===== config.mk =====
export PLATFORM = sky130hd
export DESIGN_NAME = ics_slave
export DESIGN_NICKNAME = d
export VERILOG_FILES = /design/src/rtl/ics_pkg.sv /design/src/rtl/ics_slave.sv /design/src/rtl/ics_sync.sv
export SDC_FILE = /design/constraint.sdc
export NUM_CORES = 1
export LEC_CHECK = 0
export BUFFER_PORTS_ARGS = -buffer_cell sky130_fd_sc_hd__buf_2
export CAP_MARGIN = 40
export CORE_UTILIZATION = 55
export DETAILED_ROUTE_END_ITERATION = 8
export PLACE_DENSITY = 0.8
export SETUP_SLACK_MARGIN = 0.2
export SYNTH_ARGS = -nofsm -noshare
export SYNTH_HDL_FRONTEND = slang
export SYNTH_SLANG_ARGS = --single-unit

===== constraint.sdc =====
create_clock -name sys_clk -period 7.12 [get_ports sys_clk]
set_input_delay 1.424 -clock sys_clk [delete_from_list [all_inputs] [get_ports sys_clk]]
set_output_delay 1.424 -clock sys_clk [all_outputs]
set_load 0.005 [all_outputs]

===== src/rtl/ics_pkg.sv =====
// Purpose: Shared constants and types for the I/O channel slave interface
// Assumes: sys_clk at 10 MHz; all channel pins are asynchronous to it
// Notes:   Times are kept in their own unit and turned into cycle counts here
package ics_pkg;

	// ---------------------------------------------------------------
	// Clock and timing
	// ---------------------------------------------------------------
	localparam int CLK_PERIOD_NS       = 100;
	localparam int RESET_CLEAR_NS      = 10000;
	localparam int ACCESS_CLEAR_NS     = 3000;
	localparam int RESET_CLEAR_CYC     = RESET_CLEAR_NS / CLK_PERIOD_NS;
	localparam int ACCESS_CLEAR_CYC    = ACCESS_CLEAR_NS / CLK_PERIOD_NS;

	// ---------------------------------------------------------------
	// Channel widths
	// ---------------------------------------------------------------
	localparam int ADDR_W              = 12;
	localparam int DATA_W              = 8;
	localparam int IRQ_LINES           = 4;

	// ---------------------------------------------------------------
	// Default decode addresses and reset values
	// ---------------------------------------------------------------
	localparam logic [11:0] STATUS_ADDR_DEF = 12'h000;
	localparam logic [11:0] WCLR_ADDR_DEF   = 12'h001;
	localparam logic [11:0] DATA_ADDR_DEF   = 12'h002;
	localparam logic [7:0]  DATA_RST        = 8'h00;
	localparam logic [1:0]  IRQ_LINE_DEF    = 2'h0;

	// Clearing method for the held interrupt
	typedef enum logic [1:0] {
		ICS_CLR_RESET,
		ICS_CLR_READ,
		ICS_CLR_WRITE
	} ics_clr_mode_t;

	// Synchronised view of the master's side of the channel
	typedef struct packed {
		logic        strobe;
		logic        write;
		logic [11:0] addr;
		logic [7:0]  wdata;
	} ics_req_t;

	// Slave drive onto the channel (enables are active low)
	typedef struct packed {
		logic       ack_n;
		logic       ack_oe_n;
		logic [7:0] data;
		logic       data_oe_n;
		logic [3:0] irq_n;
		logic [3:0] irq_oe_n;
	} ics_drv_t;

endpackage : ics_pkg


===== src/rtl/ics_slave.sv =====
// Purpose: Slave end of the ribbon-cable I/O expansion channel
// Assumes: Master owns every transfer; all pins sampled through two flops
// Notes:   One interrupt source, routed to a selectable line, cleared the way clr_mode selects or by channel reset
`timescale 1ns/1ps

// Overview of operation
// - Strobe answered by acknowledge, fully interlocked
// - Request service on one of four lines
// - Hold interrupt low until cleared
// - Status byte readable at fixed address
// - Reset clear releases line within ten microseconds
// - Reset wipes status history
// - Read of status address releases within 3us
// - Write of clear address releases within 3us
// - Channel reset forces initial state
module ics_slave
	import ics_pkg::*;
#(
	parameter logic [11:0] STATUS_ADDR = ics_pkg::STATUS_ADDR_DEF,
	parameter logic [11:0] WCLR_ADDR   = ics_pkg::WCLR_ADDR_DEF,
	parameter logic [11:0] DATA_ADDR   = ics_pkg::DATA_ADDR_DEF
) (
	// Clock and reset
	input  wire logic                  sys_clk,
	input  wire logic                  rst,
	// Channel inputs from the master
	input  wire logic                  xfer_strobe_n,
	input  wire logic                  write_sel_n,
	input  wire logic                  channel_reset_n,
	input  wire logic [11:0]           slave_addr,
	input  wire logic [7:0]            byte_lane_in,
	// Channel outputs (enables low while driving)
	output logic                       xfer_ack_n,
	output logic                       xfer_ack_oe_n,
	output logic      [7:0]            byte_lane_out,
	output logic                       byte_lane_oe_n,
	output logic      [3:0]            irq_lines_n,
	output logic      [3:0]            irq_lines_oe_n,
	// Local side
	input  wire logic                  event_pulse,
	input  wire logic [6:0]            cause_in,
	input  wire ics_pkg::ics_clr_mode_t clr_mode,
	input  wire logic [1:0]            irq_line_sel,
	output logic      [7:0]            rx_data,
	output logic                       rx_valid
);
	import ics_pkg::*;

	// ---------------------------------------------------------------
	// Pin synchronisers
	// ---------------------------------------------------------------
	logic [22:0] pins_s;
	ics_req_t    req;
	logic        chan_rst;

	// Strobe, channel reset and write select idle high, so they come up inactive
	ics_sync #(.W(23), .RST_VAL(23'h700000)) u_sync (
		.sys_clk  (sys_clk),
		.rst      (rst),
		.async_in ({xfer_strobe_n, channel_reset_n, write_sel_n, slave_addr, byte_lane_in}),
		.sync_out (pins_s)
	);

	always_comb begin
		req.strobe = ~pins_s[22];
		chan_rst   = ~pins_s[21];
		req.write  = ~pins_s[20];
		req.addr   = pins_s[19:8];
		req.wdata  = pins_s[7:0];
	end

	// ---------------------------------------------------------------
	// Handshake state machine
	// ---------------------------------------------------------------
	typedef enum logic [1:0] { ICS_IDLE, ICS_SETTLE, ICS_ACK } ics_state_t;

	ics_state_t state_q, state_d;
	ics_drv_t   drv_q, drv_d;
	logic       pend_q, pend_d;
	logic [6:0] cause_q, cause_d;
	logic [1:0] line_q, line_d;
	logic [7:0] rx_data_q, rx_data_d;
	logic       rx_valid_q, rx_valid_d;
	logic       hit, clr_hit;

	// Address is sampled one cycle after strobe so the synchronised bus has settled
	always_comb begin
		hit     = (req.addr == STATUS_ADDR) || (req.addr == WCLR_ADDR) || (req.addr == DATA_ADDR);
		clr_hit = (clr_mode == ICS_CLR_READ  && !req.write && req.addr == STATUS_ADDR) ||
		          (clr_mode == ICS_CLR_WRITE &&  req.write && req.addr == WCLR_ADDR);
	end

	always_comb begin
		state_d    = state_q;
		drv_d      = drv_q;
		pend_d     = pend_q;
		cause_d    = cause_q;
		line_d     = line_q;
		rx_data_d  = rx_data_q;
		rx_valid_d = 1'b0;
		case (state_q)
			ICS_IDLE: begin
				if (req.strobe) begin
					state_d = ICS_SETTLE;
				end
			end
			ICS_SETTLE: begin
				if (!req.strobe) begin
					state_d = ICS_IDLE;
				end else if (hit) begin
					state_d         = ICS_ACK;
					drv_d.ack_n     = 1'b0;
					drv_d.ack_oe_n  = 1'b0;
					if (!req.write) begin
						drv_d.data      = (req.addr == STATUS_ADDR) ? {pend_q, cause_q} : rx_data_q;
						drv_d.data_oe_n = 1'b0;
					end else if (req.addr == DATA_ADDR) begin
						rx_data_d  = req.wdata;
						rx_valid_d = 1'b1;
					end
					if (clr_hit) begin
						pend_d = 1'b0;
					end
				end else begin
					state_d = ICS_IDLE;
				end
			end
			ICS_ACK: begin
				if (!req.strobe) begin
					state_d         = ICS_IDLE;
					drv_d.ack_n     = 1'b1;
					drv_d.ack_oe_n  = 1'b1;
					drv_d.data_oe_n = 1'b1;
				end
			end
			default: state_d = ICS_IDLE;
		endcase
		// A new event beats a clear in the same cycle
		if (event_pulse) begin
			pend_d  = 1'b1;
			cause_d = cause_in;
			if (!pend_q) begin
				line_d = irq_line_sel;
			end
		end
		drv_d.irq_n    = ~({3'h0, pend_d} << line_d);
		drv_d.irq_oe_n = drv_d.irq_n;
	end

	// Channel reset acts within a few cycles, far inside ten microseconds
	always_ff @(posedge sys_clk or posedge rst) begin
		if (rst) begin
			state_q    <= ICS_IDLE;
			drv_q      <= '1;
			pend_q     <= 1'b0;
			cause_q    <= 7'h00;
			line_q     <= IRQ_LINE_DEF;
			rx_data_q  <= DATA_RST;
			rx_valid_q <= 1'b0;
		end else if (chan_rst) begin
			state_q    <= ICS_IDLE;
			drv_q      <= '1;
			pend_q     <= 1'b0;
			cause_q    <= 7'h00;
			line_q     <= IRQ_LINE_DEF;
			rx_data_q  <= DATA_RST;
			rx_valid_q <= 1'b0;
		end else begin
			state_q    <= state_d;
			drv_q      <= drv_d;
			pend_q     <= pend_d;
			cause_q    <= cause_d;
			line_q     <= line_d;
			rx_data_q  <= rx_data_d;
			rx_valid_q <= rx_valid_d;
		end
	end

	assign xfer_ack_n     = drv_q.ack_n;
	assign xfer_ack_oe_n  = drv_q.ack_oe_n;
	assign byte_lane_out  = drv_q.data;
	assign byte_lane_oe_n = drv_q.data_oe_n;
	assign irq_lines_n    = drv_q.irq_n;
	assign irq_lines_oe_n = drv_q.irq_oe_n;
	assign rx_data        = rx_data_q;
	assign rx_valid       = rx_valid_q;

	// ---------------------------------------------------------------
	// Checks
	// ---------------------------------------------------------------
	AST_ACK_NEEDS_STROBE: assert property (@(posedge sys_clk) disable iff (rst)
		$fell(xfer_ack_n) |-> $past(req.strobe)) else $error("Ack without strobe");
	AST_ACK_RELEASE: assert property (@(posedge sys_clk) disable iff (rst || chan_rst)
		(state_q == ICS_ACK && !req.strobe) |=> xfer_ack_n) else $error("Ack not released");
	AST_ACK_OWN_ADDR: assert property (@(posedge sys_clk) disable iff (rst)
		$fell(xfer_ack_n) |-> $past(hit)) else $error("Ack on foreign address");
	AST_ONE_LINE: assert property (@(posedge sys_clk) disable iff (rst)
		$countones(~irq_lines_n) <= 1) else $error("Several lines driven");
	AST_IRQ_HELD: assert property (@(posedge sys_clk) disable iff (rst)
		(pend_q && !chan_rst && !clr_hit) |=> pend_q) else $error("Interrupt dropped");
	AST_RESET_CLEAR: assert property (@(posedge sys_clk) disable iff (rst)
		chan_rst |=> (&irq_lines_n && !pend_q)) else $error("Reset did not clear");
	AST_STATUS_READ: assert property (@(posedge sys_clk) disable iff (rst || chan_rst)
		(state_q == ICS_SETTLE && req.strobe && !req.write && req.addr == STATUS_ADDR && !event_pulse)
		|=> byte_lane_out[7] == $past(pend_q)) else $error("Status byte wrong");
	AST_READ_CLEAR: assert property (@(posedge sys_clk) disable iff (rst)
		$rose(req.strobe) && !req.write && req.addr == STATUS_ADDR && clr_mode == ICS_CLR_READ
		|-> ##[1:29] (!pend_q || event_pulse || !req.strobe)) else $error("Read clear late");
	AST_WRITE_CLEAR: assert property (@(posedge sys_clk) disable iff (rst)
		$rose(req.strobe) && req.write && req.addr == WCLR_ADDR && clr_mode == ICS_CLR_WRITE
		|-> ##[1:29] (!pend_q || event_pulse || !req.strobe)) else $error("Write clear late");

endmodule : ics_slave


===== src/rtl/ics_sync.sv =====
// Purpose: Two-flop synchroniser bank for the channel pins
// Assumes: Inputs are asynchronous to sys_clk
// Notes:   Reset value is a parameter so idle-high pins come up inactive
`timescale 1ns/1ps
module ics_sync #(
	parameter int         W         = 1,
	parameter logic [W-1:0] RST_VAL = '0
) (
	// Clock and reset
	input  wire logic         sys_clk,
	input  wire logic         rst,
	// Data
	input  wire logic [W-1:0] async_in,
	output logic      [W-1:0] sync_out
);

	logic [W-1:0] meta_q;
	logic [W-1:0] meta_d;
	logic [W-1:0] sync_q;
	logic [W-1:0] sync_d;

	always_comb begin
		meta_d = async_in;
		sync_d = meta_q;
	end

	always_ff @(posedge sys_clk or posedge rst) begin
		if (rst) begin
			meta_q <= RST_VAL;
			sync_q <= RST_VAL;
		end else begin
			meta_q <= meta_d;
			sync_q <= sync_d;
		end
	end

	assign sync_out = sync_q;

endmodule : ics_sync


; ---- Word level (Yosys, flattened, before mapping)
; Cells that the tools add are included.
[word_totals]
ramBits = 0
mem_bits_ro = 0
reg_bits = 86
wordCells = 89
in_bits = 37
n_memories = 0
latch_bits = 0
[op_classes]
mul = 0
bitwise = 2
n_addsub = 0
n_div = 0
n_lt_le_gt_ge = 0
n_reduce_logical = 14
shift = 1
eq_ne = 19
muxes = 39
[ops]
columns = cell, n
row1 = 8-bit two-way mux, 8
row2 = 11-bit two-way mux, 2
row3 = 19-bit two-way mux, 1
row4 = 2-bit two-way mux, 9
row5 = 3-bit != test (second input constant), 5
row6 = 7-bit two-way mux, 2
row7 = 2-bit != test (second input constant), 7
row8 = 1-bit two-way mux, 13
row9 = 12-bit by 1-bit == test with 1-bit output (second input constant), 1
row10 = 12-bit by 2-bit == test with 1-bit output (second input constant), 1
row11 = 12-bit zero test, 1
row12 = 5-bit AND reduction, 2
row13 = 9-bit two-way mux, 1
row14 = 4-bit AND reduction, 2
row15 = 2-bit one-hot mux with 3 select lines, 1
row16 = 2-bit by 1-bit == test with 1-bit output (second input constant), 2
row17 = 2-bit == test (second input constant), 2
row18 = 1-bit logical AND, 4
row19 = 4-bit inverter, 1
row20 = 2-bit one-hot mux with 2 select lines, 1
row21 = 1-bit by 2-bit left shift with 4-bit output, 1
row22 = 1-bit logical OR, 3
row23 = 3-bit by 2-bit != test with 1-bit output (second input constant), 1
row24 = 2-bit zero test, 1
row25 = 3 further kinds, 3

; ---- Logic depth before layout (Yosys ltp)
[logic_depth]
depth_word = 12
mapped_depth = 7
ltp_nobuf = 6

; ---- Modules after synthesis
; From an unflattened synthesis, not the netlist that was laid out.
[unflattened]
cells_unflattened = 191
area_unflattened_um2 = 2870.3
[by_module_without_submodules]
columns = mod, n_inst, seq_area_each_um2, cells_each, area_each_um2
row1 = ics_slave, 1, 893.4, 144, 1707.9
row2 = ics_sync, 1, 1158.6, 47, 1162.4

; ---- Worst setup path before layout
; No wires, ideal clock.
[synth_path]
path_kind = input -> register
from = input clr_mode[1]
to = register drv_q, in the netlist irq_lines_n[1]
arrival_time_ps = 2548
required_ps = 7053
path_slack_ps = 4505
n_path_buf = 0
setup_time_ps = 67
path_stages = 4
cell_sequence = or4bb_1 a2111oi_0 a21oi_1 nand3b_1
[synth_via]
elab_chain_len = 12
elab_cells_between_ends = 15
[synth_rtl]
columns = element, line_no
row1 = start: declaration, ics_slave.sv:42  ; input wire ics_pkg::ics_clr_mode_t clr_mode,
row2 = 2-bit by 1-bit == test with 1-bit output or 2-bit == test (tied branches), "ics_slave.sv:89, ics_slave.sv:90"
row3 = 1-bit logical AND (on tied branches) (2 in a row), "ics_slave.sv:89, ics_slave.sv:90"
row4 = 1-bit logical OR (*), ics_slave.sv:89  ; clr_hit = (clr_mode == ICS_CLR_READ && !req.write && req.addr == STATUS_ADDR) ||
row5 = 1-bit two-way mux (*), ics_slave.sv:121  ; if (clr_hit) begin
row6 = 1-bit two-way mux (*), ics_slave.sv:110  ; end else if (hit) begin
row7 = 1-bit two-way mux (*), ics_slave.sv:108  ; if (!req.strobe) begin
row8 = 1-bit two-way mux (*), ics_slave.sv:101  ; case (state_q)
row9 = 1-bit two-way mux (*), ics_slave.sv:139  ; if (event_pulse) begin
row10 = 1-bit by 2-bit left shift with 4-bit output (*), ics_slave.sv:146  ; drv_d.irq_n = ~({3'h0, pend_d} << line_d);
row11 = 4-bit inverter (*), ics_slave.sv:146
row12 = 19-bit two-way mux (*), ics_slave.sv:160  ; end else if (chan_rst) begin
row13 = end signal: assignment, ics_slave.sv:170  ; drv_q <= drv_d;
row14 = end: declaration, ics_slave.sv:78  ; ics_drv_t drv_q, drv_d;
; Mark *: on every way between the ends. The rest lies on a longest branch, timed or not.
; A chain may end at the register's enable or synchronous reset.

; ---- Worst setup path after layout
[layout_path]
from = input clr_mode[1]
to = register drv_q, in the netlist irq_lines_n[0]
; Same word-level chain as after synthesis.

==> run_results.csv <==
group,metric,value,unit
run_status,outcome,"finished, final reports clean",
min_path,holdPathEnd,"u_sync.sync_out[1]",
worst_setup_path,path_class,"input pin to flip-flop",
timing,final_max_slew_viol_count,0,
power,p_total,0.920,mW
clock_tree,cts_max_level,3,
timing,setup_viol,0,
clock_tree,cts_root_buffer,"clkbuf_8",
floorplan,fp.dieArea,5630,um^2
global_route,grt_pass1_vias,1700,
synthesis,synth_edf_count,0,
worst_setup_path,cp_num_buf_inv,1,
clock_tree,clkTransAtPathRegs,0.08,ns
worst_setup_path,setup.worst_path.start,"clr_mode[1]",
timing,fmax,0.373,GHz
worst_setup_path,slowest_delay,0.52,ns
timing,rsz0062_at_grt,"no",
synthesis,syn_inst,210,
timing,hold_violations,0,
placement,io_buffers,64,
synthesis,avgSynthCellArea,14.0,um^2
clock_tree,cts_tree,"done",
placement,place_hpwl,3380,um
placement,place_area,3310,um^2
floorplan,die_h,75.0,um
layout,area_growth,20.8,%
timing,post-route-min-period,2.68,ns
timing,worstMarginPinSlew,0.856,ns
route,via_per_inst,5.11,
flow_run,cap_violations,0,
route,drt-wirelength-per-cell,14.1,um
clock_tree,cts_resized,0,
worst_setup_path,cp-end-kind,"flip-flop",
power,p_leak,1.59,nW
min_path,hold_depth,0,
synthesis,synth_ff_type,"dfrtp_1",
floorplan,rows,26,
synthesis,synth_warnings,0,
synthesis,seq_area_frac_synth,69.9,%
global_route,antenna_found_initial,0,
floorplan,core_area,5110,um^2
min_path,min-delay-start,"u_sync.meta_q[1]",
worst_setup_path,crit_path_max_fanout,5,
layout,multi_input_area,782,um^2
worst_setup_path,arrival,2.96,ns
layout,final_common_cell,"buf_2",
clock_tree,cts_hold_buffers,0,
timing,relSlewSlack,42.3,%
synthesis,syn_nets,251,
worst_setup_path,path_cells,"buf_2 > or4bb_1 > a2111oi_0 > a21oi_1 > nand3_1",
floorplan,io_pins,65,
min_path,hp-class,"flip-flop to flip-flop",
synthesis,ys_ff_latch,81,
route,first_iter_violations,162,
placement,gp_congestion,0.730,
route,routed-via-count,1789,
layout,nFillCells,363,
timing,tns,0,ns
power,power_density,260,nW/um^2
clock_tree,cts_buffers,9,
synthesis,netlist_area,2930,um^2
timing,period_share,37.7,%
synthesis,ys_types,35,
route,ant_nets,0,
global_route,grt_overflow,0,
worst_setup_path,reg2reg_to,"byte_lane_out[5]",
timing,fin_skew,0.00861,ns
worst_setup_path,start_kind,"input pin",
worst_setup_path,r2r_slack,4.89,ns
clock_tree,clk_path_buf_depth,2,
synthesis,async_flop_share,100,%
worst_setup_path,cp_slowest_cell,"a2111oi_0",
layout,nets,316,
floorplan,die_x,75.0,um
global_route,grt_pass1_wl,7970,um
global_route,track_usage,20.0,%
clock_tree,post-cts-setup-buffer-count,0,
clock_tree,clock_sinks,81,
layout,fin_area,3540,um^2
global_route,grt_max_degree,62,
layout,drive_above_1_share,41.4,%
route,drc,0,
layout,regArea,2050,um^2
power,vdd_drop_max,0.210,mV
layout,diodes,0,
clock_tree,clk_latency,0.34,ns
worst_setup_path,regToRegStartpoint,"u_sync.sync_out[13]",
worst_setup_path,worst_ep_required_time,7.40,ns
layout,mostFrequentLayoutCells,"buf_2, dfrtp_1, nor2_1",
route,drt-pass1-iter-count,4,
worst_setup_path,critical_path.top_delay_family,"compound AO/OA/AOI/OAI gates",
route,wl,4940,um
floorplan,initial_core_util,57.4,%
worst_setup_path,ff2ff_path_depth,4,
==> how the worst max path moves through the flow <==
stage	endpoint	slack, ns	depth (start not counted)
finish	irq_lines_n[0]	4.44	5
global route	irq_lines_n[0]	4.37	5
CTS	irq_lines_n[0]	4.52	5
detailed placement	irq_lines_n[0]	4.20	5
global placement	irq_lines_n[1]	4.24	5
floorplan	cause_q[0]	3.65	1
==> through the flow <==
stage | hold slack [ns] | setup WS, ns | utilization (%) | instances
floorplan | 0.331 | 3.65 | - | 210
global placement | 0.333 | 4.24 | 64.1 | 332
detailed placement | 0.335 | 4.20 | 64.7 | 334
CTS | 0.351 | 4.52 | 69.4 | 350
global route | 0.356 | 4.37 | 69.4 | 350
finish | 0.350 | 4.44 | 69.4 | 350
==> cell usage after synthesis (2+ instances only) <==
master	n	area (um^2)
dfstp_2	20	526
dfrtp_1	61	1530
nand2b_1	2	12.5
nand3b_1	3	22.5
a21oi_2	7	61.3
or4bb_1	2	22.5
mux2i_1	18	180
nor4_4	2	42.5
a21oi_1	13	65.1
or4_1	2	15.0
buf_2	2	10.0
buf_4	5	37.5
o21ai_0	9	45.0
nor2_1	22	82.6
clkbuf_1	5	18.8
nand2_1	2	7.51
nand3_1	9	45.0
inv_1	6	22.5
ha_1	4	50.1
==> final cells by class <==
class                   count  area share (%)
flip-flops and latches     81            57.9
multi-input cells         110            22.1
repair buffers             67            10.2
clock buffers              11            4.27
well taps                  70            2.47
clock inverters             5            2.44
inverters                   6           0.671
==> state kept, by name, indices dropped and copies added (netlist names) <==
name / count
byte_lane_oe_n: 1
byte_lane_out: 8
cause_q: 7
irq_lines_n: 4
line_q: 2
pend_q: 1
rx_data: 8
rx_valid: 1
state_q: 2
u_sync.meta_q: 23
u_sync.sync_out: 23
xfer_ack_n: 1
==> per-layer routing <==
layer  vias up  GRT usage [%]  wire (um)
li1        855              -          -
met5         -              0          0
met2        60           30.5       2400
met1       864           27.6       2230
met3        10           4.15        228
met4         0           9.85         80
==> cells by family after synthesis <==
group           count (synthesis)  share of synthesized area, %
fa+ha+maj                       4                          1.71
mux                            18                          6.14
simple gates                   51                          10.4
compound gates                 37                          8.44
flops                          81                          69.9
buf+inv                        19                          3.41
==> power breakdown <==
part | total, mW | switching (mW) | internal (mW)
combinational | 0.0497 | 0.0285 | 0.0212
clock | 0.380 | 0.160 | 0.219
sequential | 0.491 | 0.00875 | 0.482
total | 0.920 | 0.198 | 0.722
==> worst register-to-register path, stage by stage (launching register included) <==
cell and delay (ns):
dfrtp_1 0.36, or4_1 0.70, nor4_4 0.70, mux2i_1 0.33, a21oi_2 0.08
Note: power is estimated with default switching activity, not from simulation.
